===== src/hw/fcrc_pkg.sv =====
// package: register map, field positions, commands and states for the flash rewrite controller
package fcrc_pkg;
   // register byte offsets
   localparam logic [7:0] MODE0_OFF = 8'h00;
   localparam logic [7:0] MODE1_OFF = 8'h04;
   localparam logic [7:0] MODE3_OFF = 8'h08;
   localparam logic [7:0] CMD_OFF = 8'h0C;
   localparam logic [7:0] ADDR_OFF = 8'h10;
   localparam logic [7:0] STAT_OFF = 8'h14;
   localparam logic [7:0] CFG_OFF = 8'h18;
   // flash_mode_reg0 fields
   localparam int REWR_EN_BIT = 1;
   localparam int LOCK_DIS_BIT = 2;
   localparam int FRES_SEL_BIT = 3;
   // config fields
   localparam int WDT_SRC_BIT = 0;
   // status fields
   localparam int ST_BUSY_BIT = 0;
   localparam int ST_ABORT_BIT = 1;
   localparam int ST_REFUSE_BIT = 2;
   localparam int ST_LOCKED_BIT = 3;
   localparam int ST_ADDRMATCH_BIT = 4;
   localparam int ST_RDARR_BIT = 5;
   // reset values
   localparam logic [7:0] MODE0_RST = 8'h01;
   localparam logic [7:0] MODE1_RST = 8'h00;
   localparam logic [7:0] MODE3_RST = 8'h00;
   // command codes
   localparam logic [7:0] CMD_READ_ARRAY = 8'hFF;
   localparam logic [7:0] CMD_PROGRAM = 8'h41;
   localparam logic [7:0] CMD_ERASE = 8'h20;
   localparam logic [7:0] CMD_LOCK_PROG = 8'h77;
   // operation timing in cycles
   localparam int PROG_CYCLES = 64;
   localparam int ERASE_CYCLES = 256;
   localparam int NUM_BLOCKS = 8;
   typedef enum logic [1:0] {fcrc_idle, fcrc_prog, fcrc_erase, fcrc_lockp} fcrc_state_type;
endpackage


===== src/hw/fcrc_set_guard.sv =====
// two-write set guard: a bit is set only by 0 then 1 written back to back
`timescale 1ns/1ps
module fcrc_set_guard
(
   // clock and reset
   input wire logic clk,
   input wire logic resetn,
   // write events
   input wire logic wr_mode0,
   input wire logic other_wr,
   input wire logic wr_val,
   input wire logic nmi_high,
   input wire logic force_clr,
   // result
   output logic set_bit_r
);
   logic armed_r;

   // arm on a 0 write with nmi_high, set on the next write if it is a 1 and nmi_high is still high
   always_ff @(posedge clk or negedge resetn)
   begin
      if (!resetn)
      begin
         armed_r <= 1'b0;
         set_bit_r <= 1'b0;
      end
      else if (force_clr)
      begin
         armed_r <= 1'b0;
         set_bit_r <= 1'b0;
      end
      else if (wr_mode0)
      begin
         armed_r <= !wr_val && nmi_high;
         if (!wr_val)
            set_bit_r <= 1'b0;
         else if (armed_r && nmi_high)
            set_bit_r <= 1'b1;
      end
      else if (other_wr)
         armed_r <= 1'b0;
   end
endmodule


===== src/hw/fcrc_top.sv =====
// flash rewrite controller: apb registers, command sequencer, forced abort
//
// Implementation choices: the APB slave port and the register addresses.
`timescale 1ns/1ps
module fcrc_top
#(
   parameter int ADDR_W = 16,
   parameter int BLK_SHIFT = 12
)
(
   // clock and reset
   input wire logic clk,
   input wire logic resetn,
   // apb slave
   input wire logic psel,
   input wire logic penable,
   input wire logic pwrite,
   input wire logic [7:0] paddr,
   input wire logic [31:0] pwdata,
   input wire logic [3:0] pstrb,
   output logic [31:0] prdata,
   output logic pready,
   output logic pslverr,
   // high-priority interrupt requests
   input wire logic nmi_req,
   input wire logic nmi_pin_high,
   input wire logic wdt_req,
   input wire logic vmon_req,
   input wire logic osc_stop_req,
   input wire logic addr_match_req,
   // flash array
   output logic flash_busy,
   output logic flash_we,
   output logic [ADDR_W-1:0] flash_addr,
   output logic [7:0] flash_data,
   output logic flash_erase
);
   import fcrc_pkg::*;

   logic [7:0] mode0_r, mode1_r, mode3_r;
   logic [ADDR_W-1:0] addr_r;
   logic [7:0] data_r;
   logic [7:0] cfg_r;
   logic lock_r [NUM_BLOCKS];
   logic abort_r, refuse_r, addrmatch_r, read_array_r;
   logic [8:0] cnt_r;
   fcrc_state_type state_r;
   logic rewr_en, lock_dis, fres_mode;
   logic access, wr, wr_mode0, force_init, op_busy;
   logic wdt_hit, hp_req;
   logic [31:0] rd_nxt;
   logic [2:0] blk;

   assign access = psel && penable;
   assign wr = access && pwrite;
   assign wr_mode0 = wr && paddr == MODE0_OFF && pstrb[0];
   assign op_busy = state_r != fcrc_idle;
   assign fres_mode = mode0_r[FRES_SEL_BIT];
   assign blk = addr_r[BLK_SHIFT +: 3];

   // high-priority requests in rewrite mode, except address match and the watchdog when fres_mode is set without WDT_SRC_BIT, force abort and init
   assign wdt_hit = wdt_req && (!fres_mode || cfg_r[WDT_SRC_BIT]);
   assign hp_req = nmi_req || vmon_req || osc_stop_req || wdt_hit;
   assign force_init = rewr_en && hp_req;

   // guarded set of rewrite enable and lock disable
   fcrc_set_guard u_rewr
   (
      .clk(clk),
      .resetn(resetn),
      .wr_mode0(wr_mode0),
      .other_wr(wr && !wr_mode0),
      .wr_val(pwdata[REWR_EN_BIT]),
      .nmi_high(nmi_pin_high),
      .force_clr(force_init),
      .set_bit_r(rewr_en)
   );

   fcrc_set_guard u_lockdis
   (
      .clk(clk),
      .resetn(resetn),
      .wr_mode0(wr_mode0 && rewr_en),
      .other_wr(wr && !wr_mode0),
      .wr_val(pwdata[LOCK_DIS_BIT]),
      .nmi_high(nmi_pin_high),
      .force_clr(force_init || !rewr_en),
      .set_bit_r(lock_dis)
   );

   // plain bits of the mode registers
   always_ff @(posedge clk or negedge resetn)
   begin
      if (!resetn)
      begin
         mode0_r <= MODE0_RST;
         mode1_r <= MODE1_RST;
         mode3_r <= MODE3_RST;
         cfg_r <= 8'h00;
      end
      else if (force_init)
      begin
         mode0_r <= MODE0_RST;
         mode1_r <= MODE1_RST;
         mode3_r <= MODE3_RST;
      end
      else if (wr)
      begin
         if (wr_mode0 && !rewr_en)
            mode0_r[FRES_SEL_BIT] <= pwdata[FRES_SEL_BIT];
         if (paddr == MODE1_OFF && pstrb[0])
            mode1_r <= pwdata[7:0];
         if (paddr == MODE3_OFF && pstrb[0])
            mode3_r <= pwdata[7:0];
         if (paddr == CFG_OFF && pstrb[0])
            cfg_r <= pwdata[7:0];
      end
   end

   // command register write: address then command with data
   always_ff @(posedge clk or negedge resetn)
   begin
      if (!resetn)
         addr_r <= '0;
      else if (wr && paddr == ADDR_OFF && !op_busy)
         addr_r <= pwdata[ADDR_W-1:0];
   end

   // sequencer
   always_ff @(posedge clk or negedge resetn)
   begin
      if (!resetn)
      begin
         state_r <= fcrc_idle;
         cnt_r <= 9'h000;
         data_r <= 8'h00;
         refuse_r <= 1'b0;
         read_array_r <= 1'b1;
      end
      else if (force_init)
      begin
         state_r <= fcrc_idle;
         cnt_r <= 9'h000;
         read_array_r <= 1'b1;
      end
      else if (op_busy)
      begin
         if (cnt_r == 9'h000)
            state_r <= fcrc_idle;
         else
            cnt_r <= cnt_r - 9'h001;
      end
      else if (wr && paddr == CMD_OFF && pstrb[0])
      begin
         data_r <= pwdata[15:8];
         refuse_r <= 1'b0;
         if (pwdata[7:0] == CMD_READ_ARRAY)
            read_array_r <= 1'b1;
         else if (addr_r[0] || !rewr_en)
            refuse_r <= 1'b1;
         else if (pwdata[7:0] == CMD_PROGRAM)
         begin
            state_r <= fcrc_prog;
            cnt_r <= 9'(PROG_CYCLES - 1);
            read_array_r <= 1'b0;
         end
         else if (pwdata[7:0] == CMD_ERASE)
         begin
            if (lock_r[blk] && !lock_dis)
               refuse_r <= 1'b1;
            else
            begin
               state_r <= fcrc_erase;
               cnt_r <= 9'(ERASE_CYCLES - 1);
               read_array_r <= 1'b0;
            end
         end
         else if (pwdata[7:0] == CMD_LOCK_PROG)
         begin
            state_r <= fcrc_lockp;
            cnt_r <= 9'(PROG_CYCLES - 1);
            read_array_r <= 1'b0;
         end
         else
            refuse_r <= 1'b1;
      end
   end

   // lock bits: 1 locked; an aborted erase leaves its block locked
   generate
      for (genvar gi = 0; gi < NUM_BLOCKS; gi++)
      begin : g_lock
         always_ff @(posedge clk or negedge resetn)
         begin
            if (!resetn)
               lock_r[gi] <= 1'b0;
            else if (force_init && state_r == fcrc_erase && blk == 3'(gi))
               lock_r[gi] <= 1'b1;
            else if (op_busy && cnt_r == 9'h000 && blk == 3'(gi))
            begin
               if (state_r == fcrc_erase)
                  lock_r[gi] <= 1'b0;
               else if (state_r == fcrc_lockp)
                  lock_r[gi] <= 1'b1;
            end
         end
      end
   endgenerate

   // sticky abort and address-match-ignored flags, set wins
   always_ff @(posedge clk or negedge resetn)
   begin
      if (!resetn)
      begin
         abort_r <= 1'b0;
         addrmatch_r <= 1'b0;
      end
      else
      begin
         if (force_init && op_busy)
            abort_r <= 1'b1;
         else if (wr && paddr == STAT_OFF && pwdata[ST_ABORT_BIT])
            abort_r <= 1'b0;
         if (addr_match_req && rewr_en && !fres_mode)
            addrmatch_r <= 1'b1;
         else if (wr && paddr == STAT_OFF && pwdata[ST_ADDRMATCH_BIT])
            addrmatch_r <= 1'b0;
      end
   end

   // flash array strobes
   always_ff @(posedge clk or negedge resetn)
   begin
      if (!resetn)
      begin
         flash_busy <= 1'b0;
         flash_we <= 1'b0;
         flash_erase <= 1'b0;
         flash_addr <= '0;
         flash_data <= 8'h00;
      end
      else
      begin
         flash_busy <= op_busy && !force_init;
         flash_we <= op_busy && !force_init && cnt_r == 9'h000 && state_r == fcrc_prog;
         flash_erase <= op_busy && !force_init && cnt_r == 9'h000 && state_r == fcrc_erase;
         flash_addr <= addr_r;
         flash_data <= data_r;
      end
   end

   // register read mux
   always_comb
   begin
      rd_nxt = 32'h0000_0000;
      case (paddr)
         MODE0_OFF: rd_nxt = {24'h000000, mode0_r[7:3], lock_dis, rewr_en, !op_busy};
         MODE1_OFF: rd_nxt = {24'h000000, mode1_r};
         MODE3_OFF: rd_nxt = {24'h000000, mode3_r};
         ADDR_OFF: rd_nxt = 32'(addr_r);
         STAT_OFF: rd_nxt = {26'h0, read_array_r, addrmatch_r, lock_r[blk], refuse_r, abort_r, op_busy};
         CFG_OFF: rd_nxt = {24'h000000, cfg_r};
         default: rd_nxt = 32'h0000_0000;
      endcase
   end

   // apb slave: no wait state, error on any address above CFG_OFF
   always_ff @(posedge clk or negedge resetn)
   begin
      if (!resetn)
      begin
         pready <= 1'b0;
         pslverr <= 1'b0;
         prdata <= 32'h0000_0000;
      end
      else
      begin
         pready <= psel && !penable;
         pslverr <= psel && !penable && paddr > CFG_OFF;
         prdata <= 32'h0000_0000;
         if (psel && !penable && !pwrite)
            prdata <= rd_nxt;
      end
   end
endmodule


===== config.mk =====
export PLATFORM = sky130hd
export DESIGN_NAME = fcrc_top
export DESIGN_NICKNAME = d
export VERILOG_FILES = /design/src/hw/fcrc_pkg.sv /design/src/hw/fcrc_set_guard.sv /design/src/hw/fcrc_top.sv
export SDC_FILE = /design/constraint.sdc
export NUM_CORES = 1
export LEC_CHECK = 0
export ABC_AREA = 1
export BUFFER_PORTS_ARGS = -buffer_cell sky130_fd_sc_hd__buf_4
export CAP_MARGIN = 40
export CORE_MARGIN = 10
export CORE_UTILIZATION = 45
export DETAILED_ROUTE_END_ITERATION = 8
export PLACE_DENSITY = 0.68
export SYNTH_ARGS = -nofsm -noshare
export SYNTH_HDL_FRONTEND = slang
export SYNTH_SLANG_ARGS = --single-unit
export TNS_END_PERCENT = 30

===== constraint.sdc =====
create_clock -name clk -period 5.1 [get_ports clk]
set_clock_uncertainty 0.1 [all_clocks]
set_input_delay 0.51 -clock clk [delete_from_list [all_inputs] [get_ports clk]]
set_output_delay 0.51 -clock clk [all_outputs]
set_load 0.1 [all_outputs]

==> summary.md, run 1 <==
| Metric | Value |
|---|---|
| Critical R2R Capture | `cnt_r[1]` |
| Starting Density | `a little under half` |
| Initial antenna violation count | `0` |
| Share of layout cells above drive strength 1 | `17.7%` |
| Max VDD drop | `0.000245 V` |
| Critical path launch point | `state_r[0]` |
| Vias in the first global route | `4682` |
| Critical path fanouts, max | `13` |
| Crit. End Element | `register` |
| Die span in x | `around 130 um` |
| Gr ovfl total | `0` |
| Placer Congestion | `around 0.88` |
| Critical path capture point | `cnt_r[1]` |
| Post-synth top cells | `nand2_1, dfrtp_1, nor2_1, inv_1, o21ai_1` |
| Final setup fails | `0` |
| Syn avg cell area | `between 8 and 9 um2` |
| Final Hold Viols | `0` |
| Area Growth Syn to Fin | `23.0%` |
| HP Class | `input port to register` |
| CTS tree | `yes` |
| Final min period | `2600 ps` |
| First-pass GRT wire length | `between 20 and 25 mm` |
| Placed inst area | `6220 um2` |
| Total negative slack | `0 ps` |
| H-tree levels | `4` |
| Routed WL | `~14 mm` |
| Crit start category | `register` |
| Largest net degree at the start of global routing | `55` |
| Synth unique cells | `30` |
| Via count | `between 4k and 5k` |
| Kind of critical path | `register to register` |
| Status | `finished, final reports clean` |
| Post-Synth Adder-Cell Area | `less than 1%` |
| Reg2reg path depth | `7` |
| Post-DP HPWL | `a little under 10 mm` |
| Synth area leader | `dfrtp_1` |
| Fin crit share | `between 50% and 60%` |
| Num CTS Buffers | `17` |
| Mux contribution to synthesized area | `0%` |
| # diodes | `0` |
| Xor and xnor area share after synthesis | `less than 1%` |
| #FFs+latches synth | `roughly 120` |
| RSZ-0062 raised after global routing | `false` |
| Worst-Skew Late Latency | `420 ps` |
| Number of flops mapped to enable cells by yosys | `0` |
| Post-CTS resize count | `0` |
| Root buffer cell | `clkbuf_16` |
| Sequential share of the synthesized area | `54.7%` |
| Slew of the pin with the lowest slew margin | `~770 ps` |
| Fin nets | `between 800 and 900` |
| Core ar. | `12000 um2` |
| Drt first pass iters | `5` |
| Setup Buffers After CTS | `0` |
| Number of port buffers | `80` |
| Synth Area in Compound Gates | `9.07%` |
| Post-Synth Simple-Gate Area | `between 20 and 30%` |
| Clk sinks | `~120` |
| Io pins | `around 120` |
| Top-count cell post-synth | `nand2_1` |
| Die area | `roughly 17000 um2` |
| Syn Inst Count | `around 700` |
| Slew Limit Fails | `0` |
| Tot GR Track Use | `between 10% and 20%` |
| Initial DRC Count | `between 400 and 500` |
| Async set or reset register ratio after synthesis | `between 90% and 100%` |
| Drc violations | `0` |
| Max_slew headroom | `approximately 49%` |
| ANT nets after route | `0` |
| Die Y | `approximately 130 um` |
| Reg clk slew, reported paths | `60 ps` |
| FMAX | `about 380 MHz` |
| Fin area | `~6800 um2` |
| Layout filler cell count | `about 1.1k` |
| DR vias/cell | `just over 5` |
| Primary FF master, synth | `dfrtp_1` |
| Crit path DAT | `2850 ps` |
| Clock buffer depth | `2` |
| Post-synth top area share | `a little over half` |
| FF-to-FF setup slack | `approximately 2500 ps` |
| Syn. warnings | `0` |
| Largest family of logic cells by synthesized area | `simple AND/OR/NAND/NOR gates` |
| WHS Path Cells | `2` |
| Req. time, crit path | `~5400 ps` |
| Leakage | `around 3.5 nW` |
| Detailed-route wire length per cell | `about 15 um` |
| Max Cap Viol | `0` |
| Synthesized area | `5530 um2` |
| FP Rows | `40` |
| Reg2reg start | `state_r[0]` |
| Power per cell area | `approximately 430 nW/um2` |
| Area contributors post-synth | `dfrtp_1, nand2_1, o21ai_1` |
cell type report:
cell class	instances	area (um2)	share of cell area, %
inverters	72	270	3.97
flip-flops and latches	121	3030	44.5
multi-input cells	471	2080	30.6
well taps	147	184	2.70
clock buffers	22	484	7.11
clock inverters	8	95.1	1.40
repair buffers	84	661	9.71
how the worst min path moves through the flow:
stage / from / end / slack [ps]
6_report: penable / pready / 170
5_1_grt: penable / pready / 170
3_5_place_dp: data_r[4] / flash_data[4] / 260
2_1_floorplan: resetn / abort_r / 110
3_3_place_gp: data_r[4] / flash_data[4] / 260
4_1_cts: penable / pready / 170
repair_timing:
action	4_1_cts	5_1_grt
setup endpoints to repair	0	0
endpoints found under the hold margin	19	0
hold buffers	1	0
per-layer routing:
| metal | vias up | part of all wire, % | GRT usage (%) |
|---|---|---|---|
| met5 | - | 0 | 0 |
| met4 | 0 | 1.9 | 6.61 |
| met3 | 23 | 7.7 | 4.96 |
| met2 | 191 | 44 | 24.8 |
| met1 | 2192 | 47 | 22.9 |
| li1 | 2305 | - | - |
state kept, by name, indices dropped and copies added, names as in the netlist, 2 cells and up:
signal and count:
mode3_r 8, state_r 2, flash_addr 16, cnt_r 9, data_r 8, lock_r 8, prdata 16, mode1_r 8
addr_r 16, cfg_r 8, flash_data 8
where the power goes:
group | switching (W) | total, W | internal, W | leakage, nW
logic | 0.000429 | 0.000607 | 0.000178 | 1.63
clock network | 0.000402 | 0.00116 | 0.000760 | 0.284
registers | 0.0000721 | 0.00113 | 0.00105 | 1.63
cells in the final DEF, fill, tap and decap left out:
cell	count
clkinvlp_4	2
nand3_1	21
clkbuf_1	1
a311oi_1	1
buf_8	1
bufinv_16	2
nor3_1	8
nor2_4	3
o22ai_1	2
inv_1	60
buf_4	81
o21ai_4	1
o21ai_0	22
a31oi_1	1
dfrtp_1	120
nand2_1	232
xnor2_1	2
o21ai_1	54
clkbuf_16	17
inv_2	12
nor4_1	1
clkinv_2	4
dlygate4sd3_1	1
buf_16	1
nand3_2	5
a21oi_1	14
clkbuf_8	4
ha_1	1
nand4_1	20
nand2_2	2
dfstp_2	1
conb_1	16
nor2_2	2
nor2_1	61
and3_1	1
o211ai_1	1
logic make-up after synthesis:
kind of cell / Yosys count
buffers and inverters: 106
DFF: 121
adders and majority gates: 1
other: 1
xor gates and xnor gates: 2
and+or+nand+nor: 356
AOI/OAI and AO/OA: 96
worst max-delay path, stage by stage (launching register included):
cell	delay, ps
dfrtp_1	420
nor2_2	510
inv_2	190
a21oi_1	250
nand4_1	510
nand3_2	400
nand2_1	90
nand2_1	70
stage by stage:
stage               cells  util (%)  hold slack, ps  total power, W  setup slack, ps
finish                925      56.7             173         0.00290             2500
floorplan             698         -             114         0.00161             3320
global route          925      56.7             171         0.00305             2230
detailed placement    894      51.8             264         0.00174             2540
CTS                   925      56.7             168         0.00291             2510
global placement      892      51.4             260         0.00173             2380
Power figures use the tool's default switching activity.
==> run 2, diff against run 1 <==
- ABC_AREA: 1 -> 0
- PLACE_DENSITY: 0.68 -> 0.71
- clock period: 5.1 -> 2.1 ns (I/O delays scaled with it)
==> run 2 against run 1 <==
  * Global-route usage up 0.25 points
  * Worst hold slack worse by 160 ps
  * Register-to-register slack worse by 2500 ps
  * Combinational power down 22%
  * Die area down 3.1%
==> summary.md, run 2 <==
| Metric | Value |
|---|---|
| CTS tree | `yes` |
| Worst-Skew Late Latency | `410 ps (about the same)` |
| Primary FF master, synth | `dfrtp_1` |
| Worst path slowest cell | `a2111oi_4` |
| Req. time, crit path | `2280 ps (-3070 ps)` |
| Kind of critical path | `register to register` |
| Slew Limit Fails | `0 (unchanged)` |
| Power per cell area | `792 nW/um2 (+86%)` |
| Post-synth top cells | `dfrtp_1, nand2_1, nor2_1, o21ai_0, mux2_2` |
| Top-count cell post-synth | `dfrtp_1` |
| First-pass GRT wire length | `22.8 mm (+0.61%)` |
| Gr ovfl total | `0 (unchanged)` |
| Share of layout cells above drive strength 1 | `36.6% (+19 points)` |
| RSZ-0062 raised after global routing | `true` |
| Post-synth top area share | `56.3% (+2.0 points)` |
| Placer Congestion | `0.890 (+1.3%)` |
| Post-Synth Simple-Gate Area | `15.4% (-12 points)` |
| Detailed-route wire length per cell | `18.5 um (+24%)` |
| Largest family of logic cells by synthesized area | `simple AND/OR/NAND/NOR gates` |
| Commonest cells after routing, fill and taps aside | `buf_4, dfrtp_1, nand2_1` |
| Final setup fails | `0 (unchanged)` |
| Synth unique cells | `61 (+100%)` |
| Max VDD drop | `0.000473 V (+93%)` |
| #FFs+latches synth | `121 (unchanged)` |
| Status | `finished, final reports clean` |
| Critical path launch point | `cfg_r[0]` |
| Hold_sp | `pwdata[0]` |
| Layout filler cell count | `903 (-19%)` |
| Area contributors post-synth | `dfrtp_1, mux2_2, mux2_4` |
| Max_slew headroom | `60.1% (+11 points)` |
| Routed WL | `13.9 mm (+1.1%)` |
| Leakage | `3.48 nW (-1.8%)` |
| Setup Buffers After CTS | `0 (unchanged)` |
| HP Class | `input port to register` |
| Vias in the first global route | `4447 (-5.0%)` |
| Num CTS Buffers | `17 (unchanged)` |
| H-tree levels | `4 (unchanged)` |
| Via count | `4142 (-12%)` |
| Most common cell after layout, fill and taps aside | `buf_4` |
| Fin nets | `653 (-21%)` |
| Placed Cells | `709 (-21%)` |
| Tot Pwr | `0.00565 W (+95%)` |
| Number of flops mapped to enable cells by yosys | `0 (unchanged)` |
| # diodes | `0 (unchanged)` |
| CP cell instances | `nand2b_1 -> a2111oi_4 -> nor2_4 -> nor3b_4 -> buf_4 -> mux2_2` |
| Fin crit share | `98.1% (+47 points)` |
| Crit. End Element | `register` |
| Post-DP HPWL | `9.70 mm (-1.9%)` |
| Core ar. | `11500 um2 (-4.1%)` |
| Total negative slack | `0 ps (unchanged)` |
| Crit start category | `register` |
| Root buffer cell | `clkbuf_16` |
| Async set or reset register ratio after synthesis | `100% (unchanged)` |
| ANT nets after route | `0 (unchanged)` |
| Crit path DAT | `2240 ps (-610 ps)` |
| Starting Density | `46.3% (+0.25 points)` |
| Die area | `16600 um2 (-3.1%)` |
| FP Rows | `39 (-2.5%)` |
| Drc violations | `0 (unchanged)` |
| DR vias/cell | `5.51 (+8.1%)` |
| Syn avg cell area | `11.6 um2 (+44%)` |
| Final min period | `2060 ps (-541 ps)` |
| Syn. warnings | `0 (unchanged)` |
| Top flop regs | `addr_r (16), flash_addr (16), prdata (16)` |
| Initial DRC Count | `360 (-11%)` |
| Post-Synth Adder-Cell Area | `0.235% (+0.0084 points)` |
| Critical path fanouts, max | `6 (-7)` |
| Slew of the pin with the lowest slew margin | `599 ps (-169 ps)` |
| Clk sinks | `121 (unchanged)` |
| Sequential share of the synthesized area | `56.8% (+2.0 points)` |
| Reg clk slew, reported paths | `60 ps (about the same)` |
| Die Y | `129 um (-1.5%)` |
| Max Cap Viol | `0 (unchanged)` |
| FMAX | `485 MHz (+26%)` |
| Io pins | `116 (unchanged)` |
| Area Growth Syn to Fin | `33.6%` |
| Tot GR Track Use | `17.1% (+0.25 points)` |
| Reg2reg start | `cfg_r[0]` |
| Synth Area in Compound Gates | `10.7% (+1.7 points)` |
| Initial antenna violation count | `0 (unchanged)` |
| Synthesized area | `5330 um2 (-3.6%)` |
| Largest net degree at the start of global routing | `44 (-20%)` |
| Final Hold Viols | `0 (unchanged)` |
| Synth area leader | `dfrtp_1` |
| Clock buffer depth | `2 (unchanged)` |
| Xor and xnor area share after synthesis | `0% (-0.32 points)` |
| Number of port buffers | `80 (unchanged)` |
| Die span in x | `129 um (-1.5%)` |
| Mux contribution to synthesized area | `12.4% (+12 points)` |
| Non-filler cells, final | `752 (-19%)` |
| Syn Inst Count | `458 (-33%)` |
| Drt first pass iters | `5 (unchanged)` |
| Crit path largest cell delay | `450 ps (-60 ps)` |
run 2: cell count changes in the layout (fill, tap and decap cells not counted), moves of 11 or more:
cell           delta
buf_4            +44
nor2_1           -31
nand2_1         -193
inv_2            -12
mux2_2           +26
dlygate4sd3_1    +11
nand4_1          -12
inv_1            -55
mux2i_1          +13
and2_1           +11
o21ai_1          -45
run 2: cell type report:
class                           instances  area (um2)  share of cell area [%]
Clock buffer                           17         425                    5.97
Clock inverter                         14         150                    2.11
Inverter                                5        18.8                   0.263
Multi-Input combinational cell        311        2190                    30.7
Sequential cell                       121        3030                    42.5
Tap cell                              143         179                    2.51
Timing Repair Buffer                  141        1140                    16.0
run 2: stage by stage:
step	utilization (%)	instance area [um2]	setup WS, ps	hold slack (ps)
after floorplan	-	5400	-2.14	-186
after global placement	55.4	6370	-46.6	148
after detailed placement	55.4	6370	-77.8	151
after CTS	61.6	7090	3.32	0.825
after global routing	61.9	7130	-48.3	10.9
final	61.9	7130	40.0	16.2
run 2: critical path: cells and delay by family, from the launching register on:
family,cells,cell delay [ps]
simple gates,3,510
buf+inv,1,170
mux,1,330
flops,1,380
compound gates,1,450
run 2: power by group:
group          internal, W  total, W  switching (W)  leakage, nW
registers          0.00235   0.00237      0.0000128         1.64
clock network      0.00174   0.00280        0.00106        0.275
logic             0.000133  0.000476       0.000344         1.57
total              0.00423   0.00565        0.00142         3.48
run 2: worst paths after layout:
check	endpoint	depth (start not counted)	slack, ps
worst min register to register	flash_data[4]	0	260
min in group asynchronous	pready	2	260
worst max register to register	cfg_r[6]	6	40
worst max-delay path	cfg_r[6]	6	40
worst min-delay path	mode3_r[0]	3	20
max in group asynchronous	addr_r[13]	3	1020
run 2: repair_timing:
item / 4_1_cts / 5_1_grt
hold endpoints to repair: 59 / 0
pin swaps: 2 / 4
endpoints found under the setup margin: 27 / 35
hold buffers: 12 / 0
resized for setup: 6 / 19
run 2: cells by family (layout without fill, tap and decap cells):
logic type / count (synthesis) / after routing
fa+ha+maj: 1 / 1
compound gates: 88 / 88
buf+inv: 41 / 177
other cells: 1 / 16
flops: 121 / 121
simple gates: 153 / 153
mux: 53 / 53
run 2: metal layers:
layer	up-vias	track usage, %	wire length [um]
met5	-	0	0
met4	0	5.89	195
met3	19	5.22	1000
met2	170	29.4	6950
met1	2044	20.0	5770
li1	1909	-	-
==> run 3, diff against run 2 <==
- ABC_AREA: 0 -> 1
- PLACE_DENSITY: 0.71 -> 0.7
- clock period: 2.1 -> 1.81 ns (I/O delays scaled with it)
==> run 3 against run 2 <==
  * Sequential cell count unchanged
  * Die area up 3.2%
  * Core utilization up 0.84 points
  * Total power up 54%
  * Setup slack worse by 19 ps
  * Combinational power rose to 4.6 times the previous value
  * Critical endpoint is now lock_r[7]
==> summary.md, run 3 (synthesis results as in run 1) <==
| Metric | Value |
|---|---|
| Status | `finished, final reports clean` |
| Reg2reg start | `cnt_r[1]` |
| Root buffer cell | `clkbuf_16` |
| Die area | `17100 um2 (+3.2%)` |
| Placed Cells | `930 (+31%)` |
| Largest net degree at the start of global routing | `43 (-2.3%)` |
| Commonest cells after routing, fill and taps aside | `nand2_1, dfrtp_1, buf_4` |
| Max_slew headroom | `63.6% (+3.5 points)` |
| Clk sinks | `121 (unchanged)` |
| First-pass GRT wire length | `24.6 mm (+7.9%)` |
| Total negative slack | `0 ps (unchanged)` |
| Max VDD drop | `0.000863 V (+82%)` |
| Num CTS Buffers | `17 (unchanged)` |
| Power per cell area | `1160 nW/um2 (+46%)` |
| Non-filler cells, final | `993 (+32%)` |
| Placer Congestion | `0.896 (+0.76%)` |
| Clock buffer depth | `2 (unchanged)` |
| Leakage | `3.86 nW (+11%)` |
| Drc violations | `0 (unchanged)` |
| Kind of critical path | `register to register` |
| Slew Limit Fails | `0 (unchanged)` |
| Final Hold Viols | `0 (unchanged)` |
| Via count | `5161 (+25%)` |
| Crit. End Element | `register` |
| Gr ovfl total | `0 (unchanged)` |
| Final min period | `1790 ps (-271 ps)` |
| Tot GR Track Use | `18.2% (+1.0 points)` |
| Share of layout cells above drive strength 1 | `25.5% (-11 points)` |
| Core ar. | `12000 um2 (+4.3%)` |
| Initial antenna violation count | `0 (unchanged)` |
| Die span in x | `131 um (+1.6%)` |
| Area Growth Syn to Fin | `36.2%` |
| Reg clk slew, reported paths | `60 ps (about the same)` |
| FMAX | `559 MHz (+15%)` |
| Drt first pass iters | `5 (unchanged)` |
| Routed WL | `15.2 mm (+9.3%)` |
| DR vias/cell | `5.20 (-5.6%)` |
| H-tree levels | `4 (unchanged)` |
| Worst-Skew Late Latency | `420 ps (about the same)` |
| ANT nets after route | `0 (unchanged)` |
| FF-to-FF setup slack | `20 ps (-20 ps)` |
| RSZ-0062 raised after global routing | `true` |
| Vias in the first global route | `5080 (+14%)` |
| Fin nets | `889 (+36%)` |
| Final setup fails | `0 (unchanged)` |
| Pre-CTS WS | `15.8 ps (+93.5 ps)` |
| FP Rows | `40 (+2.6%)` |
| Number of port buffers | `80 (unchanged)` |
| Io pins | `116 (unchanged)` |
| # diodes | `0 (unchanged)` |
| Detailed-route wire length per cell | `15.3 um (-17%)` |
| Final Util | `62.7% (+0.84 points)` |
| Top flop regs | `addr_r (16), flash_addr (16), prdata (16)` |
| Crit path DAT | `2000 ps (-240 ps)` |
| Critical path fanouts, max | `16 (+10)` |
| Tot Pwr | `0.00872 W (+54%)` |
| Crit start category | `register` |
| Hold_sp | `pwdata[1]` |
| Critical path launch point | `cnt_r[1]` |
| CTS tree | `yes` |
| Post-DP HPWL | `10.6 mm (+9.2%)` |
| Multi-input gate area | `2240 um2 (+2.6%)` |
| Final WS setup | `21.2 ps (-18.8 ps)` |
| Register Area | `3030 um2 (about the same)` |
| Layout filler cell count | `994 (+10%)` |
| Most common cell after layout, fill and taps aside | `nand2_1` |
| Slew of the pin with the lowest slew margin | `547 ps (-52.4 ps)` |
| Max Cap Viol | `0 (unchanged)` |
| Fin crit share | `98.8% (+0.73 points)` |
| HP Class | `input port to register` |
| Req. time, crit path | `2020 ps (-260 ps)` |
| Starting Density | `46.1% (-0.25 points)` |
| Die Y | `131 um (+1.6%)` |
| Initial DRC Count | `529 (+47%)` |
run 3: cell count changes in the layout (fill, tap and decap cells not counted), sizes merged, moves of 5 or more:
cell	before	now
a21oi	21	14
a22oi	8	0
and2	12	0
buf	129	124
dlygate4sd3	12	21
inv	7	74
mux2	36	0
mux2i	13	0
nand2	40	235
nand3	19	28
nand4	8	20
nor2	31	66
o21ai	29	77
run 3: path summary, 6_finish.rpt:
kind | to | cells after the start
worst max-delay path | lock_r[7] | 12
worst min-delay path | mode3_r[1] | 3
worst max register to register | lock_r[7] | 12
worst min register to register | flash_data[4] | 0
max in group asynchronous | read_array_r | 3
min in group asynchronous | prdata[9] | 2
run 3: power breakdown:
group / switching, W / total, W / leakage [nW] / internal (W)
logic: 0.00140 / 0.00220 / 1.96 / 0.000798
registers: 0.000207 / 0.00318 / 1.63 / 0.00297
clock network: 0.00127 / 0.00334 / 0.272 / 0.00207
run 3: cell type report:
cell class                 instances  share of cell area, %
timing repair inverter             2                  0.199
tap                              147                   2.44
sequential                       121                   40.2
timing repair buffer             145                   16.0
clock buffer                      19                   5.88
multi-input combinational        474                   29.8
clock inverter                    13                   1.94
inverter                          72                   3.59
run 3: critical path: stages, from the launching register on:
cell and delay (ps):
dfrtp_1 390, inv_1 70, ha_2 180, nand2_2 80, nor2_4 120, nand3_2 100, nor2_4 140, inv_2 60
o21ai_4 140, buf_12 150, nand2_1 50, nand2_1 60, nand2_1 40
run 3: stage by stage:
| step | hold slack [ps] | instance area [um2] |
|---|---|---|
| finish | 21.2 | 7540 |
| global route | 19.6 | 7540 |
| CTS | 6.41 | 7320 |
| detailed placement | 104 | 6510 |
| global placement | 96.0 | 6510 |
| floorplan | -215 | 5590 |
run 3: routing by layer:
layer  vias up  wire, um  GRT usage (%)  part of all wire [%]
li1       2452         -              -                     -
met1      2424      6530           22.7                    43
met2       248      6960           28.5                    46
met3        37      1380           5.68                   9.0
met4         0       344           7.78                   2.3
met5         -         0              0                     0
run 3: repair_timing:
action | CTS | global route
gates resized for setup | 3 | 41
hold endpoints to repair | 75 | 0
pin swaps | 0 | 6
cloned | 0 | 5
setup buffers | 0 | 5
endpoints found under the setup margin | 11 | 60
hold buffers | 21 | 0
